`src/hw/add_pkg.sv`:
```
// Package for the converter digital self-diagnostics block
package add_pkg;

   // Register addresses
   localparam logic [5:0] ADDR_SAFETY_EN   = 6'h21;
   localparam logic [5:0] ADDR_FAULT_FLAGS = 6'h22;
   localparam logic [5:0] ADDR_MUX_FIRST   = 6'h28;
   localparam logic [5:0] ADDR_MUX_LAST    = 6'h2b;
   localparam logic [5:0] ADDR_SAFE_TALLY  = 6'h2d;
   localparam logic [5:0] ADDR_OVS_TALLY   = 6'h2e;

   // Safety-enable field positions
   localparam int EN_WRITE_CHK  = 3;
   localparam int EN_READ_CHK   = 4;
   localparam int EN_WATCHDOG   = 5;
   localparam int EN_TALLY      = 6;
   localparam int EN_IFACE_CHK  = 7;

   // Fault-flag field positions
   localparam int FLG_WRITE_ERR = 3;
   localparam int FLG_READ_ERR  = 4;
   localparam int FLG_STUCK     = 5;

   // Reset values
   localparam logic [7:0] SAFETY_EN_RST = 8'h00;
   localparam logic [7:0] MUX_RST       = 8'h00;

   // Mux select codes
   localparam logic [2:0] MUX_NORMAL = 3'h0;
   localparam int         MUX_W      = 3;
   localparam int         MUX_HI_LSB = 4;

   // Timing
   localparam int CLK_MHZ          = 125;
   localparam int SAFE_CLK_MHZ     = 16;
   localparam int CONV_LIMIT_NS    = 4000;
   localparam int CONV_LIMIT_TICKS = (CONV_LIMIT_NS * SAFE_CLK_MHZ) / 1000;
   localparam logic [5:0] TALLY_DIV_LAST = 6'h3f;

   // Interface-check patterns, channel 1 first
   localparam logic [15:0] IFACE_PAT [8] = '{
      16'hacca, 16'h5cc5, 16'ha33a, 16'h5335,
      16'hcaac, 16'hc55c, 16'h3aa3, 16'h3553 };

   // Register access request
   typedef struct packed {
      logic       rd;
      logic       wr;
      logic [5:0] addr;
      logic [7:0] wdata;
   } add_req_type;

endpackage

```
`src/hw/add_diag.sv`:
```
// Digital self-diagnostics: interface check, access checks, watchdog, tallies
// Behaviour
// - Interface-check bit forces all eight results
// - Forced patterns fixed per channel one..eight
// - Enabled invalid read sets read-error flag
// - Read checking only while its enable set
// - Read flag holds until overwritten or disabled
// - Bad-address or read-only write sets write flag
// - Write checking only while its enable set
// - Write flag holds until overwritten or disabled
// - Watchdog times conversions on independent clock
// - Over 4 us: partial reset, stuck flag
// - Stuck flag cleared only by writing one
// - Each internal oversampled conversion timed separately
// - Two internal 16 MHz clocks exist
// - Tallies count only while tally enable set
// - Tally increments once per 64 clock cycles
// - Safety tally 0x2d, oversample tally 0x2e
// - Internal node selected disconnects external input
// - Mux settings programmed through channel_diag_select to 0x2b
// - Three-bit code picks one of eight nodes
// - Summary digital-error bit follows any monitor
`timescale 1ns/1ps
module add_diag
   import add_pkg::*;
(
   // Clock and reset
   input  wire logic        clock_i,
   input  wire logic        reset_n_i,
   // Internal clock ticks, one-cycle enables
   input  wire logic        safety_clock_i,
   input  wire logic        oversample_clock_i,
   // Register access from the serial or parallel interface
   input  wire add_req_type req_i,
   output logic [7:0]       rdata_o,
   output logic             rd_unmapped_o,
   // Conversion path
   input  wire logic        conv_active_i,
   input  wire logic [15:0] conv_result_i [8],
   output logic [15:0]      result_o [8],
   output logic             partial_reset_o,
   // Diagnostic mux control, code and external-input connect
   output logic [2:0]       mux_sel_o [8],
   output logic [7:0]       input_connect_o,
   // Summary error
   output logic             digital_error_o
);

   // Registers
   logic [7:0]  safety_en_r, safety_en_nxt;   // Safety enables
   logic [5:0]  flags_r, flags_nxt;           // Fault flags 5..3 used
   logic [7:0]  mux_r [4];                    // Mux select pairs
   logic [7:0]  mux_nxt [4];
   logic [7:0]  safe_tally_r, safe_tally_nxt; // Safety clock tally
   logic [7:0]  ovs_tally_r, ovs_tally_nxt;   // Oversample clock tally
   logic [5:0]  safe_div_r, safe_div_nxt;     // Divide-by-64 prescalers
   logic [5:0]  ovs_div_r, ovs_div_nxt;
   logic [7:0]  wd_cnt_r, wd_cnt_nxt;         // Watchdog tick counter
   logic        wd_fire_r, wd_fire_nxt;       // Partial reset pulse
   logic [7:0]  rdata_r, rdata_nxt;
   logic        unm_r, unm_nxt;
   logic [15:0] result_r [8];
   logic [15:0] result_nxt [8];

   // Address classes
   function automatic logic is_mux(input logic [5:0] a);
      is_mux = (a >= ADDR_MUX_FIRST) && (a <= ADDR_MUX_LAST);
   endfunction

   function automatic logic is_mapped(input logic [5:0] a);
      is_mapped = (a == ADDR_SAFETY_EN) || (a == ADDR_FAULT_FLAGS) ||
                  is_mux(a) || (a == ADDR_SAFE_TALLY) ||
                  (a == ADDR_OVS_TALLY);
   endfunction

   function automatic logic is_ro(input logic [5:0] a);
      is_ro = (a == ADDR_SAFE_TALLY) || (a == ADDR_OVS_TALLY);
   endfunction

   logic bad_rd, bad_wr, wd_over;
   logic [1:0] mux_idx;

   // Next-state logic for registers and monitors
   always_comb begin
      safety_en_nxt  = safety_en_r;
      flags_nxt      = flags_r;
      mux_nxt        = mux_r;
      safe_tally_nxt = safe_tally_r;
      ovs_tally_nxt  = ovs_tally_r;
      safe_div_nxt   = safe_div_r;
      ovs_div_nxt    = ovs_div_r;
      wd_cnt_nxt     = wd_cnt_r;
      wd_fire_nxt    = 1'b0;
      rdata_nxt      = rdata_r;
      unm_nxt        = 1'b0;
      mux_idx        = 2'(req_i.addr - ADDR_MUX_FIRST);
      bad_rd = req_i.rd && !is_mapped(req_i.addr);
      bad_wr = req_i.wr &&
               (!is_mapped(req_i.addr) || is_ro(req_i.addr));
      // Software writes; clears come first so a same-cycle event wins
      if (req_i.wr) begin
         case (req_i.addr)
            ADDR_SAFETY_EN: safety_en_nxt = req_i.wdata;
            ADDR_FAULT_FLAGS:
               flags_nxt = flags_r & ~req_i.wdata[5:0];
            default: begin
               if (is_mux(req_i.addr))
                  mux_nxt[mux_idx] = req_i.wdata;
            end
         endcase
      end
      // Disabling a checker drops its flag
      if (!safety_en_nxt[EN_READ_CHK])
         flags_nxt[FLG_READ_ERR] = 1'b0;
      if (!safety_en_nxt[EN_WRITE_CHK])
         flags_nxt[FLG_WRITE_ERR] = 1'b0;
      // Access checks, gated by their enables
      if (bad_rd && safety_en_r[EN_READ_CHK])
         flags_nxt[FLG_READ_ERR] = 1'b1;
      if (bad_wr && safety_en_r[EN_WRITE_CHK])
         flags_nxt[FLG_WRITE_ERR] = 1'b1;
      // Watchdog counts safety-clock ticks, never the system clock.
      // Busy per internal conversion, so oversampling restarts it.
      wd_over = 1'b0;
      if (!conv_active_i || !safety_en_r[EN_WATCHDOG]) begin
         wd_cnt_nxt = '0;
      end else if (safety_clock_i) begin
         if (wd_cnt_r >= 8'(CONV_LIMIT_TICKS)) begin
            wd_over    = 1'b1;
            wd_cnt_nxt = '0;
         end else begin
            wd_cnt_nxt = wd_cnt_r + 8'h01;
         end
      end
      if (wd_over) begin
         wd_fire_nxt       = 1'b1;
         flags_nxt[FLG_STUCK] = 1'b1;
      end
      // Clock tallies: prescale by 64 then count
      if (safety_en_r[EN_TALLY]) begin
         if (safety_clock_i) begin
            safe_div_nxt = safe_div_r + 6'h01;
            if (safe_div_r == TALLY_DIV_LAST)
               safe_tally_nxt = safe_tally_r + 8'h01;
         end
         if (oversample_clock_i) begin
            ovs_div_nxt = ovs_div_r + 6'h01;
            if (ovs_div_r == TALLY_DIV_LAST)
               ovs_tally_nxt = ovs_tally_r + 8'h01;
         end
      end
      // Read data, registered
      if (req_i.rd) begin
         case (req_i.addr)
            ADDR_SAFETY_EN:   rdata_nxt = safety_en_r;
            ADDR_FAULT_FLAGS: rdata_nxt = {2'b00, flags_r};
            ADDR_SAFE_TALLY:  rdata_nxt = safe_tally_r;
            ADDR_OVS_TALLY:   rdata_nxt = ovs_tally_r;
            default: begin
               rdata_nxt = is_mux(req_i.addr) ? mux_r[mux_idx] : 8'h00;
            end
         endcase
         unm_nxt = bad_rd;
      end
   end

   // Result selection: patterns replace samples in check mode
   always_comb begin
      for (int c = 0; c < 8; c++) begin
         result_nxt[c] = safety_en_r[EN_IFACE_CHK] ? IFACE_PAT[c]
                                                   : conv_result_i[c];
      end
   end

   // State registers
   always_ff @(posedge clock_i or negedge reset_n_i) begin
      if (!reset_n_i) begin
         safety_en_r  <= SAFETY_EN_RST;
         flags_r      <= '0;
         for (int i = 0; i < 4; i++) mux_r[i] <= MUX_RST;
         for (int c = 0; c < 8; c++) result_r[c] <= '0;
         safe_tally_r <= '0;
         ovs_tally_r  <= '0;
         safe_div_r   <= '0;
         ovs_div_r    <= '0;
         wd_cnt_r     <= '0;
         wd_fire_r    <= 1'b0;
         rdata_r      <= '0;
         unm_r        <= 1'b0;
      end else begin
         safety_en_r  <= safety_en_nxt;
         flags_r      <= flags_nxt;
         mux_r        <= mux_nxt;
         result_r     <= result_nxt;
         safe_tally_r <= safe_tally_nxt;
         ovs_tally_r  <= ovs_tally_nxt;
         safe_div_r   <= safe_div_nxt;
         ovs_div_r    <= ovs_div_nxt;
         wd_cnt_r     <= wd_cnt_nxt;
         wd_fire_r    <= wd_fire_nxt;
         rdata_r      <= rdata_nxt;
         unm_r        <= unm_nxt;
      end
   end

   // Mux decode: channel pairs, lower channel in low bits
   always_comb begin
      for (int c = 0; c < 8; c++) begin
         mux_sel_o[c] = (c % 2 == 0) ? mux_r[c/2][MUX_W-1:0]
                        : mux_r[c/2][MUX_HI_LSB +: MUX_W];
         input_connect_o[c] = (mux_sel_o[c] == MUX_NORMAL);
      end
   end

   // Outputs
   assign result_o        = result_r;
   assign rdata_o         = rdata_r;
   assign rd_unmapped_o   = unm_r;
   assign partial_reset_o = wd_fire_r;
   assign digital_error_o = |flags_r[FLG_STUCK:FLG_WRITE_ERR];
endmodule

```
`config.mk`:
```
export PLATFORM = sky130hd
export DESIGN_NAME = add_diag
export DESIGN_NICKNAME = d
export VERILOG_FILES = /design/src/hw/add_pkg.sv /design/src/hw/add_diag.sv
export SDC_FILE = /design/constraint.sdc
export NUM_CORES = 1
export LEC_CHECK = 0
export ABC_AREA = 1
export BUFFER_PORTS_ARGS = -buffer_cell sky130_fd_sc_hd__buf_2
export CORE_ASPECT_RATIO = 0.6
export CORE_MARGIN = 5
export CORE_UTILIZATION = 54
export CTS_CLUSTER_SIZE = 40
export DETAILED_ROUTE_END_ITERATION = 6
export PLACE_DENSITY = 0.95
export SLEW_MARGIN = 20
export SYNTH_ARGS = -nofsm -noshare
export SYNTH_HDL_FRONTEND = slang
export SYNTH_SLANG_ARGS = --single-unit
```
`constraint.sdc`:
```
create_clock -name clock_i -period 3.3 [get_ports clock_i]
set_input_delay 0.66 -clock clock_i [delete_from_list [all_inputs] [get_ports clock_i]]
set_output_delay 0.66 -clock clock_i [all_outputs]
set_load 0.01 [all_outputs]
```
==> reports/results.md, run 1 <==
| Quantity | Reported |
|---|---|
| Status | complete, no violations |
| FF+latch count, synth | 220 |
| Post-synthesis instance total | 892 |
| Number of global-route vias before repair | 7318 |
| Cells traversed along the worst timing path | nor3_1 > buf_2 |
| Tightest slew margin relative to the limit | 0.3407 |
| Initial core utilization | 0.5498 |
| Post-route met1 wirelength | 9510 um |
| Post-synthesis area per instance | 9.968 um^2 |
| Pin count of the biggest net entering global routing | 111 |
| Cell leakage power | 6.252 nW |
| Post-CTS Hold Buffers | 0 |
| Antenna diodes | 0 |
| Gr usage total | 0.2585 |
| Element type at the critical path end | output pin |
| Peak fanout along the critical path | 4 |
| Critical Path AT | 1.38 ns |
| Detailed-routing iteration count for the pre-antenna-repair pass | 7 |
| Cell at the root of the clock tree | sky130_fd_sc_hd__clkbuf_16 |
| Post-CTS setup buffers | 0 |
| Total buffers and inverters traversed by the critical path | 1 |
| Peak supply drop | 0.0004074 V |
| Share of layout cells above drive strength 1 | 0.3854 |
| Final HPWL DP | 18530 um |
| Number of enable flip-flop cells after synthesis | 0 |
| Top-Level Pins | 320 |
| Sum Neg Setup Slack | 0 ns |
| Number of nets in the finished design | 1345 |
| Post-synthesis cell area | 8891 um^2 |
| Iteration-0 DRC count of the detailed router | 707 |
| Reg2Reg Setup Slack | 1.61 ns |
| Dominant delay contributor by cell family on the critical path | flip-flops |
| Clock tree from TritonCTS | built |
| Clock-pin slew on the worst setup and hold paths | 0.07 ns |
| Most instantiated cells after synthesis | sky130_fd_sc_hd__dfrtp_1 (220), sky130_fd_sc_hd__nand2_1 (171), sky130_fd_sc_hd__inv_1 (106), sky130_fd_sc_hd__nor2_1 (106), sky130_fd_sc_hd__or2_2 (64) |
| Biggest area contributors in the synthesized netlist | sky130_fd_sc_hd__dfrtp_1 (62%), sky130_fd_sc_hd__nand2_1 (7.2%), sky130_fd_sc_hd__or2_2 (4.5%) |
| Amount of wire on met3 after detailed routing | 2243 um |
| Required time of the critical path | 2.64 ns |
| Core Rows | 36 |
| Time the final worst path needs with I/O delays and setup | 2.045 ns |
| Worst Tran Pin Value | 0.9853 ns |
| Clock buffer count from CTS | 21 |
| Cells resized by post-CTS repair | 0 |
| Most frequent cell after synthesis | sky130_fd_sc_hd__dfrtp_1 |
| Maximum achievable frequency | 489.0 MHz |
| Max stage delay cell, worst path | sky130_fd_sc_hd__dfrtp_1 |
| Top routing layer in use | met5 |
| Number of unique standard cell types used by synthesis | 33 |
| H-tree lvl count | 1 |
| Startpoint types | flop |
| Sink count of the clock tree | 220 |
| MaxCap Viol Count | 0 |
| Area growth from synthesis to layout | 26.20% |
| DRC | 0 |
| Final Worst Setup Slack | 1.255 ns |
| Post-synth net total | 1046 |
| Horizontal die dimension | 175.7 um |
| Final Setup Violations | 0 |
| Power density cells | 591.4 nW/um^2 |
| Wirelength, routed | 25340 um |
| Total congestion overflow after global routing | 0 |
| Antenna Nets Post-Route | 0 |
| Number of buffers added on ports | 319 |
| Synth warn | 0 |
| Global placer's final weighted congestion | 0.9138 |
| Capturing point of the worst reg2reg path | result_o[9]$_DFF_PN0_ |
| Slew Limit Fails | 0 |
| Sequential cell area fraction in the yosys report | 0.6192 |
| Die span in y | 109.4 um |
| Initial antenna violation count | 7 |
| Flip-flop cell with the highest count after synthesis | sky130_fd_sc_hd__dfrtp_1 |
| Critical path class | reg2out |
| Fraction of synthesis flops using an asynchronous set or reset pin | 1.000 |
| Post-synth top area share | 0.6192 |
| Area of the core | 16170 um^2 |
| Library cell occupying the most area in the post-synthesis netlist | sky130_fd_sc_hd__dfrtp_1 |
| Largest clock skew in the final design | 0.008210 ns |
| Clock latency at the later pin of the worst-skew pair | 0.49 ns |
| RSZ-0062 raised after global routing | no |
| Maximum root-to-sink buffer count | 3 |
| Area enclosed by the die boundary | 19210 um^2 |
| Vias after detailed routing | 7221 |
| Total met2 wirelength after detailed routing | 12680 um |
| Ratio of routed vias to standard cells | 5.110 |
| Global-route wire length before repair | 38830 um |
| Path category of the worst min-delay check | in2async |
| Beginning of the worst register-to-register path | safety_en_r[7]$_DFFE_PN0P_ |
| Worst setup startpoint | mux_sel_o[5]$_DFFE_PN0P_ |
| Per-cell routed wire length | 17.94 um |
| Fin crit share | 0.6197 |
| Hold Vio Cnt, Final | 0 |
| R2R cell count | 2 |
| Placement Setup Slack | 1.009 ns |
| Critical Path Max Stage Delay | 0.46 ns |
-- worst reg2reg max path, delay by kind of cell (launching register included) --
kind	cells	cell delay (ns)
buffers and inverters	1	0.44
flip-flops	1	0.99
AND/OR/NAND/NOR	1	0.13
-- power breakdown --
part	switching, mW	internal (mW)	leakage, nW
clock network	1.04	1.46	0.345
registers	0.193	2.97	2.70
logic	0.564	0.414	3.20
total	1.79	4.84	6.25
-- metrics by stage --
| stage | area [um^2] | power, mW | util | instances | hold WS (ns) |
|---|---|---|---|---|---|
| 3_3_place_gp | 10500 | 4.124 | 0.6496 | 1377 | 0.4638 |
| 5_1_grt | 11220 | 6.923 | 0.6939 | 1413 | 0.2790 |
| 6_report | 11220 | 6.636 | 0.6939 | 1413 | 0.1906 |
| 4_1_cts | 11220 | 6.687 | 0.6939 | 1413 | 0.2512 |
| 2_1_floorplan | 8891 | 3.694 | - | 892 | 0.3644 |
| 3_5_place_dp | 10500 | 4.177 | 0.6496 | 1377 | 0.4642 |
-- cell families (layout without fill, tap and decap cells) --
family                     Yosys count  after routing  synth area share
buffers and inverters              159            471           0.08331
adders and majority gates            5              5          0.007036
and+or+nand+nor                    411            411            0.2135
DFF                                220            220            0.6192
muxes                                3              3          0.003799
AOI/OAI and AO/OA                   69             69           0.04855
xor gates and xnor gates            25             25           0.02463
-- worst max path at each step --
| stage | slack (ns) | depth (start not counted) | end |
|---|---|---|---|
| after global placement | 1.08 | 8 | flags_r[5]$_DFFE_PN0P_ |
| after CTS | 1.24 | 2 | input_connect_o[6] |
| after detailed placement | 1.01 | 8 | flags_r[5]$_DFFE_PN0P_ |
| after global routing | 1.21 | 2 | input_connect_o[6] |
| final | 1.26 | 2 | input_connect_o[6] |
| after floorplan | 1.50 | 9 | mux_sel_o[19]$_DFFE_PN0P_ |
-- layer usage --
| layer | track usage | vias up |
|---|---|---|
| met2 | 0.4418 | 379 |
| li1 | - | 3302 |
| met5 | 0 | - |
| met3 | 0.07320 | 78 |
| met1 | 0.3266 | 3448 |
| met4 | 0.07842 | 14 |
-- cell usage in the layout (no fill, tap or decap), types with 2 or more instances in the layout --
| master | Yosys | final |
|---|---|---|
| sky130_fd_sc_hd__nor2_1 | 106 | 106 |
| sky130_fd_sc_hd__xor2_1 | 15 | 15 |
| sky130_fd_sc_hd__nor2_4 | 3 | 3 |
| sky130_fd_sc_hd__o21ai_1 | 17 | 17 |
| sky130_fd_sc_hd__inv_6 | 0 | 3 |
| sky130_fd_sc_hd__o21ai_0 | 22 | 22 |
| sky130_fd_sc_hd__nand3_1 | 34 | 34 |
| sky130_fd_sc_hd__nor2_2 | 2 | 2 |
| sky130_fd_sc_hd__nand2_1 | 171 | 171 |
| sky130_fd_sc_hd__mux2_2 | 3 | 3 |
| sky130_fd_sc_hd__a21oi_1 | 5 | 5 |
| sky130_fd_sc_hd__ha_1 | 5 | 5 |
| sky130_fd_sc_hd__clkbuf_8 | 0 | 2 |
| sky130_fd_sc_hd__nor3_1 | 11 | 11 |
| sky130_fd_sc_hd__dfrtp_1 | 220 | 219 |
| sky130_fd_sc_hd__inv_1 | 106 | 106 |
| sky130_fd_sc_hd__inv_2 | 4 | 4 |
| sky130_fd_sc_hd__clkbuf_16 | 0 | 21 |
| sky130_fd_sc_hd__o21ai_2 | 18 | 18 |
| sky130_fd_sc_hd__buf_4 | 25 | 3 |
| sky130_fd_sc_hd__nor2_8 | 2 | 2 |
| sky130_fd_sc_hd__clkinv_2 | 0 | 2 |
| sky130_fd_sc_hd__buf_2 | 2 | 318 |
| sky130_fd_sc_hd__o21a_1 | 3 | 3 |
| sky130_fd_sc_hd__or2_2 | 64 | 64 |
| sky130_fd_sc_hd__nand4_1 | 11 | 11 |
| sky130_fd_sc_hd__clkinvlp_4 | 0 | 3 |
| sky130_fd_sc_hd__nand2_4 | 4 | 4 |
| sky130_fd_sc_hd__bufinv_16 | 0 | 3 |
| sky130_fd_sc_hd__o21bai_1 | 2 | 2 |
| sky130_fd_sc_hd__buf_12 | 0 | 2 |
| sky130_fd_sc_hd__xnor2_1 | 10 | 10 |
-- state kept, by name (all words and copies together) (netlist names), 8 cells and up --
name and count:
mux_sel_o 24, rdata_o 8, mux_r 8, wd_cnt_r 8
safety_en_r 8, result_o 128, safe_tally_r 8, ovs_tally_r 8
-- cell type report --
type	count	area [um^2]
flip-flops and latches	220	5509
fillers	1170	4950
multi-input cells	513	2645
repair buffers	324	1669
clock buffers	24	556.8
inverters	111	419.2
well taps	209	261.5
clock inverters	12	160.2
(Power assumes the default switching activity.)
==> inputs of run 2 (changes only) <==
--- a/config.mk
+++ b/config.mk
@@ -9,10 +9,10 @@
 export BUFFER_PORTS_ARGS = -buffer_cell sky130_fd_sc_hd__buf_2
 export CORE_ASPECT_RATIO = 0.6
 export CORE_MARGIN = 5
-export CORE_UTILIZATION = 54
+export CORE_UTILIZATION = 50
 export CTS_CLUSTER_SIZE = 40
 export DETAILED_ROUTE_END_ITERATION = 6
-export PLACE_DENSITY = 0.95
+export PLACE_DENSITY = 0.89
 export SLEW_MARGIN = 20
 export SYNTH_ARGS = -nofsm -noshare
 export SYNTH_HDL_FRONTEND = slang
==> constraint.sdc (replaced) <==
create_clock -name clock_i -period 2.15 [get_ports clock_i]
set_input_delay 0.43 -clock clock_i [delete_from_list [all_inputs] [get_ports clock_i]]
set_output_delay 0.43 -clock clock_i [all_outputs]
set_load 0.01 [all_outputs]
==> reports/results.md, run 2 (synthesized netlist as in run 1, its figures left out) <==
| Quantity | Reported | Delta |
|---|---|---|
| Beginning of the worst register-to-register path | safe_div_r[1]$_DFFE_PN0P_ |  |
| Worst setup startpoint | mux_sel_o[5]$_DFFE_PN0P_ |  |
| Max stage delay cell, worst path | sky130_fd_sc_hd__dfrtp_1 |  |
| Sum Neg Setup Slack | 0 ns | unchanged |
| Horizontal die dimension | 182.2 um | +3.7% |
| Gr usage total | 0.2366 | -0.02187 |
| Clock tree from TritonCTS | built |  |
| Flip-flop count of the largest register after layout | 128 | unchanged |
| Post-DP Area | 10650 um^2 | +1.4% |
| RSZ-0062 raised after global routing | no |  |
| Time the final worst path needs with I/O delays and setup | 1.764 ns |  |
| Fill cell count | 1337 | +14% |
| Final Cell Area | 11320 um^2 | +0.93% |
| Iteration-0 DRC count of the detailed router | 602 | -15% |
| DRC | 0 | unchanged |
| Antenna Nets Post-Route | 0 | unchanged |
| Initial antenna violation count | 7 | unchanged |
| Commonest cells after routing, fill and taps aside | sky130_fd_sc_hd__buf_2 (318), sky130_fd_sc_hd__dfrtp_1 (219), sky130_fd_sc_hd__nand2_1 (171) |  |
| MaxCap Viol Count | 0 | unchanged |
| Critical path class | reg2out |  |
| Global placer's final weighted congestion | 0.9204 | +0.72% |
| Detailed-routing iteration count for the pre-antenna-repair pass | 5 | -2 |
| Core Rows | 37 | +2.8% |
| Maximum achievable frequency | 567.0 MHz |  |
| Number of global-route vias before repair | 7231 | -1.2% |
| Area growth from synthesis to layout | 27.37% |  |
| Number of buffers added on ports | 319 | unchanged |
| Worst Tran Pin Value | 0.5870 ns | -0.3984 ns |
| Global-route wire length before repair | 39030 um | +0.53% |
| Final HPWL DP | 18360 um | -0.96% |
| Path category of the worst min-delay check | in2reg |  |
| Peak supply drop | 0.0005978 V | +47% |
| Area of the core | 17310 um^2 | +7.1% |
| Final Setup Violations | 0 | unchanged |
| Fin crit share | 0.8203 |  |
| Vias after detailed routing | 7251 | +0.42% |
| Per-cell routed wire length | 16.98 um | -5.3% |
| Antenna diodes | 0 | unchanged |
| H-tree lvl count | 1 | unchanged |
| Hold Vio Cnt, Final | 0 | unchanged |
| Ratio of routed vias to standard cells | 4.994 | -2.3% |
| Maximum root-to-sink buffer count | 3 | unchanged |
| Slew Limit Fails | 0 | unchanged |
| Pin count of the biggest net entering global routing | 69 | -38% |
| Clock buffer count from CTS | 21 | unchanged |
| Cells traversed along the worst timing path | nor3_1 > buf_2 |  |
| Cell leakage power | 6.305 nW | +0.85% |
| Startpoint types | flop |  |
| Tightest slew margin relative to the limit | 0.6072 | +0.2666 |
| Clock latency at the later pin of the worst-skew pair | 0.50 ns | about the same |
| Initial core utilization | 0.5135 | -0.03632 |
| Required time of the critical path | 1.72 ns | -0.92 ns |
| Wirelength, routed | 24660 um | -2.7% |
| Sink count of the clock tree | 220 | unchanged |
| Die span in y | 113.3 um | +3.6% |
| Hold path startpoint | conv_result_i[55] |  |
| Cell at the root of the clock tree | sky130_fd_sc_hd__clkbuf_16 |  |
| Top-Level Pins | 320 | unchanged |
| Area enclosed by the die boundary | 20640 um^2 | +7.4% |
| Worst Hold Slack | 0.1174 ns | -0.07318 ns |
| Largest clock skew in the final design | 0.01005 ns | +0.001839 ns |
| Clock-pin slew on the worst setup and hold paths | 0.06 ns | about the same |
| Share of the core filled with cells | 0.6541 | -0.03983 |
| Number of nets in the finished design | 1358 | +0.97% |
| Critical Path Max Stage Delay | 0.44 ns | -0.02 ns |
| Element type at the critical path end | output pin |  |
| Critical Path AT | 1.33 ns | -0.05 ns |
| Total congestion overflow after global routing | 0 | unchanged |
| Power density cells | 878.6 nW/um^2 | +49% |
| Post-CTS setup buffers | 0 | unchanged |
| Peak fanout along the critical path | 4 | unchanged |
| Share of layout cells above drive strength 1 | 0.3875 | +0.002138 |
| Reg2Reg Setup Slack | 0.46 ns | -1.15 ns |
| Commonest non-fill, non-tap cell in the layout | sky130_fd_sc_hd__buf_2 |  |
| Status | complete, no violations |  |
run 2: cell types whose count changed in the layout (fill, tap and decap cells not counted), sizes merged:
cell / change
buf: +12
clkbuf: +7
bufinv: -2
dlygate4sd3: +1
inv: -3
clkinv: +1
clkinvlp: -2
run 2: cell type report:
type	instances	area, um^2	area share
Clock buffer	31	603.1	0.05325
Clock inverter	6	61.31	0.005414
Inverter	111	419.2	0.03701
Multi-Input combinational cell	513	2645	0.2336
Sequential cell	220	5509	0.4865
Tap cell	234	292.8	0.02585
Timing Repair Buffer	337	1794	0.1584
run 2: critical path: cells and delay by family, from the launching register on:
kind                   cells  cell delay [ns]
buffers and inverters      1             0.17
DFF                        1             0.44
and+or+nand+nor            1             0.23
run 2: routing by layer:
metal  routed length (um)  GRT usage  vias to the layer above
li1                     -          -                     3330
met1                 9299     0.3051                     3460
met5                   67          0                        -
met2                11890     0.3830                      367
met3                 2436    0.07228                       80
met4                  969    0.08496                       14
run 2: path summary, 6_finish.rpt:
path | to | depth (start not counted)
setup / recovery | input_connect_o[6] | 2
hold / removal | result_o[55]$_DFF_PN0_ | 2
setup reg to reg | safe_tally_r[5]$_DFFE_PN0P_ | 7
hold reg to reg | ovs_div_r[4]$_DFFE_PN0P_ | 1
max in group asynchronous | result_o[2]$_DFF_PN0_ | 3
min in group asynchronous | partial_reset_o$_DFF_PN0_ | 2
run 2: metrics by stage:
stage	setup slack [ns]	power, mW	std cells
CTS	0.3666	10.04	1452
floorplan	0.5839	5.669	892
finish	0.3863	9.950	1452
detailed placement	0.3494	6.434	1414
global placement	0.4674	6.370	1414
global route	0.2781	10.41	1452
run 2: timing repair:
item                                    CTS  global route
endpoints found under the setup margin    0             0
resized for setup                         0             0
hold endpoints to repair                 59             0
hold buffers                              1             0
run 2: power by group:
group	total (mW)	internal (mW)	switching (mW)
logic	1.54	0.659	0.882
registers	4.82	4.56	0.267
clock network	3.59	2.07	1.52
total	9.95	7.28	2.67
